$ cat src/shared/wcb_pkg.sv
`default_nettype none

package wcb_pkg;

  // ----------------------------------------------------------------
  // Geometry
  // ----------------------------------------------------------------
  localparam int unsigned WCB_PA_W        = 44;
  localparam int unsigned WCB_ENTRIES     = 2;
  localparam int unsigned WCB_LINE_BYTES  = 64;
  localparam int unsigned WCB_CHUNK_BYTES = 8;
  localparam int unsigned WCB_CHUNKS      = WCB_LINE_BYTES / WCB_CHUNK_BYTES;
  localparam int unsigned WCB_OFF_W       = 6;
  localparam int unsigned WCB_BOFF_W      = 3;
  localparam int unsigned WCB_CIDX_W      = WCB_OFF_W - WCB_BOFF_W;
  localparam int unsigned WCB_TAG_W       = WCB_PA_W - WCB_OFF_W;
  localparam int unsigned WCB_CHUNK_W     = WCB_CHUNK_BYTES * 8;
  localparam int unsigned WCB_LINE_W      = WCB_LINE_BYTES * 8;

  localparam logic [WCB_CIDX_W-1:0]      WCB_CIDX_FIRST = 3'h0;
  localparam logic [WCB_CIDX_W-1:0]      WCB_CIDX_LAST  = 3'h7;
  localparam logic [WCB_CIDX_W-1:0]      WCB_CIDX_STEP  = 3'h1;
  localparam logic [WCB_BOFF_W-1:0]      WCB_BOFF_ZERO  = 3'h0;
  localparam logic [WCB_CHUNK_BYTES-1:0] WCB_BE_ALL     = 8'hff;

  // ----------------------------------------------------------------
  // Operation codes and memory types
  // ----------------------------------------------------------------
  typedef enum logic [2:0] {
    WCB_STORE_OP             = 3'h0,
    WCB_LOAD_OP              = 3'h1,
    WCB_IFETCH_OP            = 3'h2,
    WCB_MEMORY_FENCE_OP      = 3'h3,
    WCB_RELEASE_ORDERED_OP   = 3'h4,
    WCB_CACHE_LINE_FLUSH_OP  = 3'h5,
    WCB_BUFFER_FLUSH_OP      = 3'h6
  } wcb_op_t;

  typedef enum logic [1:0] {
    WCB_WRITE_COALESCING_TYPE = 2'h0,
    WCB_UNCACHEABLE_TYPE      = 2'h1,
    WCB_OTHER_TYPE            = 2'h2
  } wcb_mtype_t;

  // ----------------------------------------------------------------
  // Eviction sequencer
  // ----------------------------------------------------------------
  typedef enum logic [2:0] {
    WCB_S_IDLE = 3'h1,
    WCB_S_LOAD = 3'h2,
    WCB_S_SEND = 3'h4
  } wcb_state_t;

  typedef struct packed {
    logic                   valid;
    logic [WCB_TAG_W-1:0]   tag;
    logic [WCB_LINE_BYTES-1:0] bv;
    logic [WCB_LINE_W-1:0]  data;
  } wcb_entry_t;

  typedef struct packed {
    wcb_state_t                 state;
    logic [WCB_ENTRIES-1:0]     pend;
    logic                       flush;
    logic                       old;
    logic                       ev;
    logic [WCB_CIDX_W-1:0]      chunk;
    logic                       burst;
    logic [WCB_PA_W-1:0]        addr;
    logic [WCB_CHUNK_W-1:0]     data;
    logic [WCB_CHUNK_BYTES-1:0] be;
    logic                       first;
    logic                       last;
  } wcb_ctl_t;

  localparam wcb_entry_t WCB_ENTRY_RST = '0;
  localparam wcb_ctl_t   WCB_CTL_RST   = '{state: WCB_S_IDLE, default: '0};

endpackage

`default_nettype wire

$ cat src/hdl/wcb_coalescing_line_buffer.sv
`timescale 1ns/1ps
`default_nettype none

// Summary of operation
// - Loads of coalescing memory go to memory, never read buffered data.
// - Two dedicated entries of 64 bytes, used only for coalescing stores.
// - Every byte of a line has a valid flag set by a store.
// - A line with every byte valid is full and evicted unprompted.
// - Any flush trigger evicts both entries.
// - Fence or release-ordered operations trigger a whole-buffer flush.
// - A cache-line flush hitting a buffered line triggers a flush.
// - A buffer-flush instruction always triggers a flush.
// - Uncacheable loads, stores and fetches never trigger a flush.
// - Well-behaved streams are evicted in allocation order.
// - Other streams may see the two entries evicted in any order.
// - Stores after a partial flush coalesce into a fresh entry.
// - A full line leaves as one 64-byte burst of 8-byte beats.
// - A partial line leaves as up to eight byte-enabled 8-byte transfers.
// - While flushing, eviction wins over all other bus requests.
module wcb_coalescing_line_buffer
  import wcb_pkg::*;
(
  input  wire logic                       mclk_i,
  input  wire logic                       rst_n_i,
  input  wire logic                       op_valid_i,
  input  wire wcb_op_t                    op_code_i,
  input  wire wcb_mtype_t                 op_mtype_i,
  input  wire logic [WCB_PA_W-1:0]        op_addr_i,
  input  wire logic [WCB_CHUNK_W-1:0]     op_data_i,
  input  wire logic [WCB_CHUNK_BYTES-1:0] op_be_i,
  output logic                            op_ready_o,
  input  wire logic                       other_req_i,
  output logic                            other_gnt_o,
  input  wire logic                       bus_gnt_i,
  output logic                            bus_req_o,
  output logic                            bus_own_o,
  output logic [WCB_PA_W-1:0]             bus_addr_o,
  output logic [WCB_CHUNK_W-1:0]          bus_data_o,
  output logic [WCB_CHUNK_BYTES-1:0]      bus_be_o,
  output logic                            bus_burst_o,
  output logic                            bus_first_o,
  output logic                            bus_last_o,
  output logic                            bus_flush_o,
  output logic                            wcb_empty_o
);

  wcb_ctl_t q;
  wcb_ctl_t d;

  logic [WCB_ENTRIES-1:0]     ent_valid;
  logic [WCB_ENTRIES-1:0]     ent_full;
  logic [WCB_ENTRIES-1:0]     ent_hit;
  logic [WCB_ENTRIES-1:0]     ent_alloc;
  logic [WCB_ENTRIES-1:0]     ent_wr;
  logic [WCB_ENTRIES-1:0]     ent_clr;
  logic [WCB_TAG_W-1:0]       ent_tag  [WCB_ENTRIES];
  logic [WCB_CHUNK_W-1:0]     ent_data [WCB_ENTRIES];
  logic [WCB_CHUNK_BYTES-1:0] ent_be   [WCB_ENTRIES];

  logic [WCB_TAG_W-1:0]       op_tag;
  logic [WCB_CIDX_W-1:0]      op_chunk;
  logic [WCB_CIDX_W-1:0]      rd_chunk;
  logic                       is_store;
  logic                       store_hit;
  logic                       hit_idx;
  logic                       any_free;
  logic                       free_idx;
  logic                       blocked;
  logic                       st_go;
  logic                       trig;
  logic                       wcb_sel;
  logic                       beat_ok;
  logic                       finish;
  logic [WCB_CHUNK_W-1:0]     sel_data;
  logic [WCB_CHUNK_BYTES-1:0] sel_be;

  // ----------------------------------------------------------------
  // Line entries
  // ----------------------------------------------------------------
  for (genvar e = 0; e < WCB_ENTRIES; e++) begin : g_ent
    // Private to coalescing stores; no other store path writes here
    wcb_line_entry u_entry (
      .mclk_i      (mclk_i),
      .rst_n_i     (rst_n_i),
      .alloc_i     (ent_alloc[e]),
      .alloc_tag_i (op_tag),
      .wr_i        (ent_wr[e]),
      .wr_chunk_i  (op_chunk),
      .wr_data_i   (op_data_i),
      .wr_be_i     (op_be_i),
      .clr_i       (ent_clr[e]),
      .rd_chunk_i  (rd_chunk),
      .valid_o     (ent_valid[e]),
      .tag_o       (ent_tag[e]),
      .full_o      (ent_full[e]),
      .rd_data_o   (ent_data[e]),
      .rd_be_o     (ent_be[e])
    );
    assign ent_hit[e] = ent_valid[e] & (ent_tag[e] == op_tag);
  end

  // ----------------------------------------------------------------
  // Operation decode
  // ----------------------------------------------------------------
  assign op_tag    = op_addr_i[WCB_PA_W-1:WCB_OFF_W];
  assign op_chunk  = op_addr_i[WCB_OFF_W-1:WCB_BOFF_W];
  assign store_hit = |ent_hit;
  assign hit_idx   = ent_hit[1];
  assign any_free  = ~(&ent_valid);
  assign free_idx  = ent_valid[0];

  // Only coalescing-type stores enter; loads and fetches never read lines
  assign is_store = op_valid_i & (op_code_i == WCB_STORE_OP)
                  & (op_mtype_i == WCB_WRITE_COALESCING_TYPE);

  // Stall during a flush and on lines already queued or draining, so a
  // store can never land in a line after its bytes were sent out
  always_comb begin
    blocked = q.flush;
    if (store_hit) begin
      if (q.pend[hit_idx] | ((q.state != WCB_S_IDLE) & (q.ev == hit_idx))) begin
        blocked = 1'b1;
      end
    end else if (!any_free) begin
      blocked = 1'b1;
    end
  end

  assign op_ready_o = ~(is_store & blocked);
  assign st_go      = is_store & ~blocked;

  for (genvar e = 0; e < WCB_ENTRIES; e++) begin : g_wr
    assign ent_wr[e]    = st_go & (store_hit ? (hit_idx == e) : (free_idx == e));
    assign ent_alloc[e] = st_go & ~store_hit & (free_idx == e);
  end

  // Flush triggers; memory type is ignored so uncacheable loads, stores and
  // fetches, hit or not, leave the buffer alone
  always_comb begin
    trig = 1'b0;
    if (op_valid_i) begin
      unique case (op_code_i)
        WCB_MEMORY_FENCE_OP:     trig = 1'b1;
        WCB_RELEASE_ORDERED_OP:  trig = 1'b1;
        WCB_CACHE_LINE_FLUSH_OP: trig = store_hit;
        WCB_BUFFER_FLUSH_OP:     trig = 1'b1;
        default:                 trig = 1'b0;
      endcase
    end
  end

  // ----------------------------------------------------------------
  // Bus arbitration
  // ----------------------------------------------------------------
  // Outside a flush other traffic goes first; eviction then waits
  assign wcb_sel     = (q.state == WCB_S_SEND) & (q.flush | ~other_req_i);
  assign beat_ok     = wcb_sel & bus_gnt_i;
  assign bus_req_o   = (q.state == WCB_S_SEND) | other_req_i;
  assign other_gnt_o = bus_gnt_i & other_req_i & ~wcb_sel;
  assign bus_own_o   = wcb_sel;

  assign rd_chunk = (q.state == WCB_S_SEND) ? (q.chunk + WCB_CIDX_STEP) : q.chunk;
  assign sel_data = ent_data[q.ev];
  assign sel_be   = ent_be[q.ev];

  // ----------------------------------------------------------------
  // Eviction sequencer
  // ----------------------------------------------------------------
  always_comb begin
    d = q;
    finish = 1'b0;
    ent_clr = '0;

    unique case (q.state)
      WCB_S_IDLE: begin
        if (|q.pend) begin
          // Oldest first; for out-of-order fill the pick is arbitrary
          d.ev    = (&q.pend) ? q.old : q.pend[1];
          d.chunk = WCB_CIDX_FIRST;
          d.burst = ent_full[d.ev];
          d.state = WCB_S_LOAD;
        end
      end
      WCB_S_LOAD: begin
        if (q.burst | (|sel_be)) begin
          d.addr  = {ent_tag[q.ev], q.chunk, WCB_BOFF_ZERO};
          d.data  = sel_data;
          d.be    = q.burst ? WCB_BE_ALL : sel_be;
          d.first = q.burst ? (q.chunk == WCB_CIDX_FIRST) : 1'b1;
          d.last  = q.burst ? (q.chunk == WCB_CIDX_LAST) : 1'b1;
          d.state = WCB_S_SEND;
        end else if (q.chunk == WCB_CIDX_LAST) begin
          finish = 1'b1;
        end else begin
          // Empty chunks are skipped and cost no bus transfer
          d.chunk = q.chunk + WCB_CIDX_STEP;
        end
      end
      WCB_S_SEND: begin
        if (beat_ok) begin
          if (q.chunk == WCB_CIDX_LAST) begin
            finish = 1'b1;
          end else if (q.burst) begin
            // Next beat loaded at once so the burst has no gaps
            d.chunk = q.chunk + WCB_CIDX_STEP;
            d.addr  = {ent_tag[q.ev], d.chunk, WCB_BOFF_ZERO};
            d.data  = sel_data;
            d.be    = WCB_BE_ALL;
            d.first = 1'b0;
            d.last  = (d.chunk == WCB_CIDX_LAST);
          end else begin
            d.chunk = q.chunk + WCB_CIDX_STEP;
            d.state = WCB_S_LOAD;
          end
        end
      end
    endcase

    if (finish) begin
      ent_clr[q.ev] = 1'b1;
      d.pend[q.ev]  = 1'b0;
      d.state       = WCB_S_IDLE;
    end

    // ------------------------------------------------------------
    // Queueing of entries for eviction
    // ------------------------------------------------------------
    if (trig) begin
      d.pend = d.pend | (ent_valid & ~ent_clr);
    end
    d.pend = d.pend | (ent_full & ~ent_clr);
    if (is_store & ~store_hit & ~any_free & ~q.flush & ~ent_clr[q.old]) begin
      d.pend[q.old] = 1'b1;
    end

    // A new trigger wins over the end of the running flush
    d.flush = trig | (q.flush & ((|d.pend) | (d.state != WCB_S_IDLE)));

    // ------------------------------------------------------------
    // Allocation age
    // ------------------------------------------------------------
    for (int unsigned e = 0; e < WCB_ENTRIES; e++) begin
      if (ent_alloc[e] & ~ent_valid[1 - e]) begin
        d.old = e[0];
      end
    end
    if (finish) begin
      d.old = ~q.ev;
    end
  end

  always_ff @(posedge mclk_i or negedge rst_n_i) begin
    if (!rst_n_i) begin
      q <= WCB_CTL_RST;
    end else begin
      q <= d;
    end
  end

  // ----------------------------------------------------------------
  // Outputs
  // ----------------------------------------------------------------
  assign bus_addr_o  = q.addr;
  assign bus_data_o  = q.data;
  assign bus_be_o    = q.be;
  assign bus_burst_o = q.burst;
  assign bus_first_o = q.first;
  assign bus_last_o  = q.last;
  assign bus_flush_o = q.flush;
  assign wcb_empty_o = ~(|ent_valid) & (q.state == WCB_S_IDLE);

endmodule

`default_nettype wire

$ cat src/hdl/wcb_line_entry.sv
`timescale 1ns/1ps
`default_nettype none

module wcb_line_entry
  import wcb_pkg::*;
(
  input  wire logic                       mclk_i,
  input  wire logic                       rst_n_i,
  input  wire logic                       alloc_i,
  input  wire logic [WCB_TAG_W-1:0]       alloc_tag_i,
  input  wire logic                       wr_i,
  input  wire logic [WCB_CIDX_W-1:0]      wr_chunk_i,
  input  wire logic [WCB_CHUNK_W-1:0]     wr_data_i,
  input  wire logic [WCB_CHUNK_BYTES-1:0] wr_be_i,
  input  wire logic                       clr_i,
  input  wire logic [WCB_CIDX_W-1:0]      rd_chunk_i,
  output logic                            valid_o,
  output logic [WCB_TAG_W-1:0]            tag_o,
  output logic                            full_o,
  output logic [WCB_CHUNK_W-1:0]          rd_data_o,
  output logic [WCB_CHUNK_BYTES-1:0]      rd_be_o
);

  wcb_entry_t q;
  wcb_entry_t d;

  // ----------------------------------------------------------------
  // Line storage with one valid flag per byte
  // ----------------------------------------------------------------
  always_comb begin
    int unsigned base;
    base = 0;
    d = q;
    if (clr_i) begin
      d.valid = 1'b0;
      d.bv    = '0;
    end
    if (alloc_i) begin
      // A fresh entry starts with no bytes valid
      d.valid = 1'b1;
      d.tag   = alloc_tag_i;
      d.bv    = '0;
    end
    if (wr_i) begin
      base = int'(wr_chunk_i) * WCB_CHUNK_BYTES;
      for (int unsigned i = 0; i < WCB_CHUNK_BYTES; i++) begin
        if (wr_be_i[i]) begin
          d.bv[base + i]               = 1'b1;
          d.data[(base + i) * 8 +: 8]  = wr_data_i[i * 8 +: 8];
        end
      end
    end
  end

  always_ff @(posedge mclk_i or negedge rst_n_i) begin
    if (!rst_n_i) begin
      q <= WCB_ENTRY_RST;
    end else begin
      q <= d;
    end
  end

  assign valid_o   = q.valid;
  assign tag_o     = q.tag;
  assign full_o    = q.valid & (&q.bv);
  assign rd_data_o = q.data[int'(rd_chunk_i) * WCB_CHUNK_W +: WCB_CHUNK_W];
  assign rd_be_o   = q.bv[int'(rd_chunk_i) * WCB_CHUNK_BYTES +: WCB_CHUNK_BYTES];

endmodule

`default_nettype wire

$ cat config.mk
export PLATFORM = sky130hd
export DESIGN_NAME = wcb_coalescing_line_buffer
export DESIGN_NICKNAME = d
export VERILOG_FILES = /design/src/shared/wcb_pkg.sv /design/src/hdl/wcb_coalescing_line_buffer.sv /design/src/hdl/wcb_line_entry.sv
export SDC_FILE = /design/constraint.sdc
export NUM_CORES = 2
export LEC_CHECK = 0
export ABC_AREA = 0
export BUFFER_PORTS_ARGS = -buffer_cell sky130_fd_sc_hd__buf_2
export CAP_MARGIN = 20
export CORE_ASPECT_RATIO = 0.75
export CORE_MARGIN = 2
export CORE_UTILIZATION = 38
export CTS_CLUSTER_DIAMETER = 50
export DETAILED_ROUTE_END_ITERATION = 10
export PLACE_DENSITY = 0.5
export SYNTH_ARGS = -nofsm -noshare
export SYNTH_HDL_FRONTEND = slang
export SYNTH_SLANG_ARGS = --single-unit
$ cat constraint.sdc
create_clock -name mclk_i -period 5 [get_ports mclk_i]
set_input_delay 0.5 -clock mclk_i [delete_from_list [all_inputs] [get_ports mclk_i]]
set_output_delay 0.5 -clock mclk_i [all_outputs]
set_load 0.01 [all_outputs]
==> impl_metrics.py <==
metrics = {
    "clock_network": {
        "cts_tree": "built",
        "root_buffer": "clkbuf_16",
        "h-tree-depth": 4,
        "cts.clk_slew.worst_paths_ns": 0.06,
        "cts_num_sinks": 1357,
        "clockBufferDepth": 3,
        "cts_buffers": 155,
        "post_cts_buffers": 0,
        "clk_latency_ns": 0.81,
    },
    "setup_path": {
        "worstPathRequired_ns": 5.67,
        "path_delay_family": "buffers and inverters",
        "crit_type": "register to register",
        "cp_num_cells": 11,
        "path_max_fanout": 46,
        "path_cells": "nor3b_4 -> xnor2_4 -> buf_4 -> mux4_2 -> a211oi_1 -> buf_4 -> nand3_4 -> nor3_4 -> o22ai_4 -> buf_12 -> mux2_4",
        "crit_top_cell": "buf_4",
        "worstPathArrival_ns": 5.49,
        "ff2ff_path_depth": 11,
        "slowest_delay_ns": 0.68,
        "worstSetupEndpointType": "register",
        "critPathSlowestCell": "buf_4",
        "worst-path-buf-inv": 3,
        "critPathLaunchType": "register",
        "reg2reg_setup_slack_ns": 0.18,
    },
    "floorplan": {
        "initial_utilization": 0.383,
        "io_pins": 251,
        "die_x_um": 489,
        "dieArea_mm2": 0.180,
        "rows": 133,
        "core-area_mm2": 0.175,
        "die_h_um": 368,
    },
    "logic_synthesis": {
        "synthCells": 6946,
        "synth_top_area_cell": "dfrtp_1",
        "synthTopCellsByCount": "nand2_1, dfrtp_1, nand3_1, mux2_2, o21ai_0",
        "yosysWarnings": 0,
        "ys_seq_elements": 1357,
        "synthTopCellsByArea": "dfrtp_1, mux2_2, nand2_1",
        "synth.yosys.seq_area_share": 0.506,
        "synth_edf_count": 0,
        "synthMostInstantiatedCell": "nand2_1",
        "yosysTopAreaCellShare": 0.506,
        "synth_ff_type": "dfrtp_1",
        "syn_area_mm2": 0.0671,
        "ys_async_sr_fraction": 1.00,
        "yosysUniqueCellTypes": 80,
        "synth_area_per_cell_um2": 9.66,
    },
    "sta": {
        "tns_ns": 0,
        "hold_violations": 0,
        "setup_slack_ns": 0.182,
        "period_minus_slack_ns": 4.82,
        "worst_pin_slew_ns": 1.07,
        "max_freq_ghz": 0.208,
        "fin_crit_sh": 0.964,
        "setup_violations": 0,
        "maxSlewHeadroom": 0.277,
        "maxSlewViolCount": 0,
        "skew_ns": 0.0399,
        "rsz0062_at_grt": "false",
    },
    "placed_design": {
        "dpl.cell_count": 9144,
        "gp_congestion": 0.903,
        "place_ws_ns": 0.224,
        "dpl.hpwl_um": 143000,
        "numPortBuffers": 244,
    },
    "grt": {
        "grt_max_degree": 173,
        "grt_usage": 0.247,
        "antenna_found_initial": 14,
        "first_global_vias": 51200,
        "grt_pass1_wl_um": 339000,
        "grt_overflow": 0,
    },
    "route": {
        "drt_iter0_drc": 4960,
        "viasPerCell": 5.54,
        "detail-route-antenna-nets": 0,
        "dr.pass1.iters": 5,
        "routed-via-count": 52500,
        "drc": 0,
        "wl_per_cell_um": 23.5,
        "wirelength_um": 223000,
    },
    "layout": {
        "num-fill-cells": 16900,
        "finalNonFillerCells": 9478,
        "drive_above_1_share": 0.209,
        "num-nets-final": 7120,
        "fin_util": 0.434,
        "area_growth_pct": 13.4,
    },
    "worst_hold_path": {
        "hold_path_depth": 3,
        "min_path_type": "primary input to register",
    },
    "pwr": {
        "peakVddDrop_uv": 866,
        "p_per_area_mw_per_mm2": 497,
        "p_leak_nw": 33.9,
        "total_power_mw": 37.8,
    },
    "flow_run": {
        "maxCapViolCount": 0,
    },
    "status": {
        "outcome": "completed",
    },
}
[worst reg2reg max path, cell delays in order (launching register included)]
cell and delay, ns:
dfrtp_1 0.58, nor3b_4 0.52, xnor2_4 0.33, buf_4 0.69, mux4_2 0.41, a211oi_1 0.59
buf_4 0.24, nand3_4 0.12, nor3_4 0.28, o22ai_4 0.13, buf_12 0.20, mux2_4 0.60
[metrics by stage]
step / area [um2] / hold WS, ns
6_report: 76100 / 0.0616
5_1_grt: 76100 / 0.0321
4_1_cts: 76100 / 0.00285
3_5_place_dp: 70400 / 0.470
3_3_place_gp: 70400 / 0.460
2_1_floorplan: 67100 / 0.204
[cell usage in the layout, fill, tap and decap left out, types with 12 or more instances in the layout]
cell type	netlist	routed
mux4_2	22	22
a21oi_1	20	19
nand3_1	686	686
nor3_1	23	17
o31ai_1	171	171
nand4_1	73	73
clkbuf_16	0	158
and3_1	66	66
o2bb2ai_1	71	71
o21ai_0	565	565
a22o_1	56	56
a31oi_1	65	65
buf_2	30	243
clkbuf_1	419	37
or4_1	12	12
dlygate4sd3_1	0	45
a311oi_1	65	65
and2_1	188	188
nor2_1	65	62
xnor2_1	78	76
nor4_1	18	18
mux2i_1	46	46
mux2_4	50	50
buf_4	125	186
mux2_2	651	651
clkinv_2	0	20
inv_1	12	12
dfrtp_1	1356	1355
nand2_1	1823	1813
clkbuf_8	0	27
buf_12	4	23
[final timing paths]
kind | startpoint | to
setup / recovery | q[129] | bus_data_o[42]
hold / removal | op_data_i[11] | register
setup reg to reg | q[129] | bus_data_o[42]
hold reg to reg | register | register
max in group asynchronous | rst_n_i | async pin
min in group asynchronous | rst_n_i | async pin
[final cells by class]
cell class                 instances  area, um2  area share
sequential                      1357      34000       0.446
clock inverter                    61        763      0.0100
multi-input combinational       4957      30300       0.399
tap                             2362       2960      0.0388
antenna                            6       15.0    0.000197
inverter                          15       56.3    0.000740
clock buffer                     222       4460      0.0587
timing repair buffer             498       3540      0.0465
[cells by family (layout without fill, tap and decap cells)]
logic type	after synthesis	count (layout)	synth area share
buffers and inverters	634	796	0.0443
DFF	1357	1357	0.506
muxes	769	769	0.135
AOI/OAI and AO/OA	1080	1080	0.102
and+or+nand+nor	3017	3017	0.200
other	1	9	0.0000559
xor gates and xnor gates	78	78	0.0102
adders and majority gates	10	10	0.00187
[power by group]
part / total, mW / switching [mW] / internal (mW) / leakage, nW
Clock: 11.8 / 4.92 / 6.84 / 2.56
Combinational: 14.0 / 9.45 / 4.56 / 12.5
Sequential: 12.1 / 0.484 / 11.6 / 18.8
Total: 37.8 / 14.9 / 23.0 / 33.9
[repair_timing]
item / CTS / global route
endpoints found under the setup margin: 0 / 45
hold buffers: 45 / 0
resized for setup: 0 / 1
endpoints found under the hold margin: 153 / 0
[layer usage]
layer,GRT usage,vias to the layer above,wire (um)
met2,0.351,1569,93300
met4,0.0574,6,4710
met3,0.0419,276,14600
met1,0.386,26300,110000
li1,-,24300,-
met5,0,-,29
(Power assumes the default switching activity.)
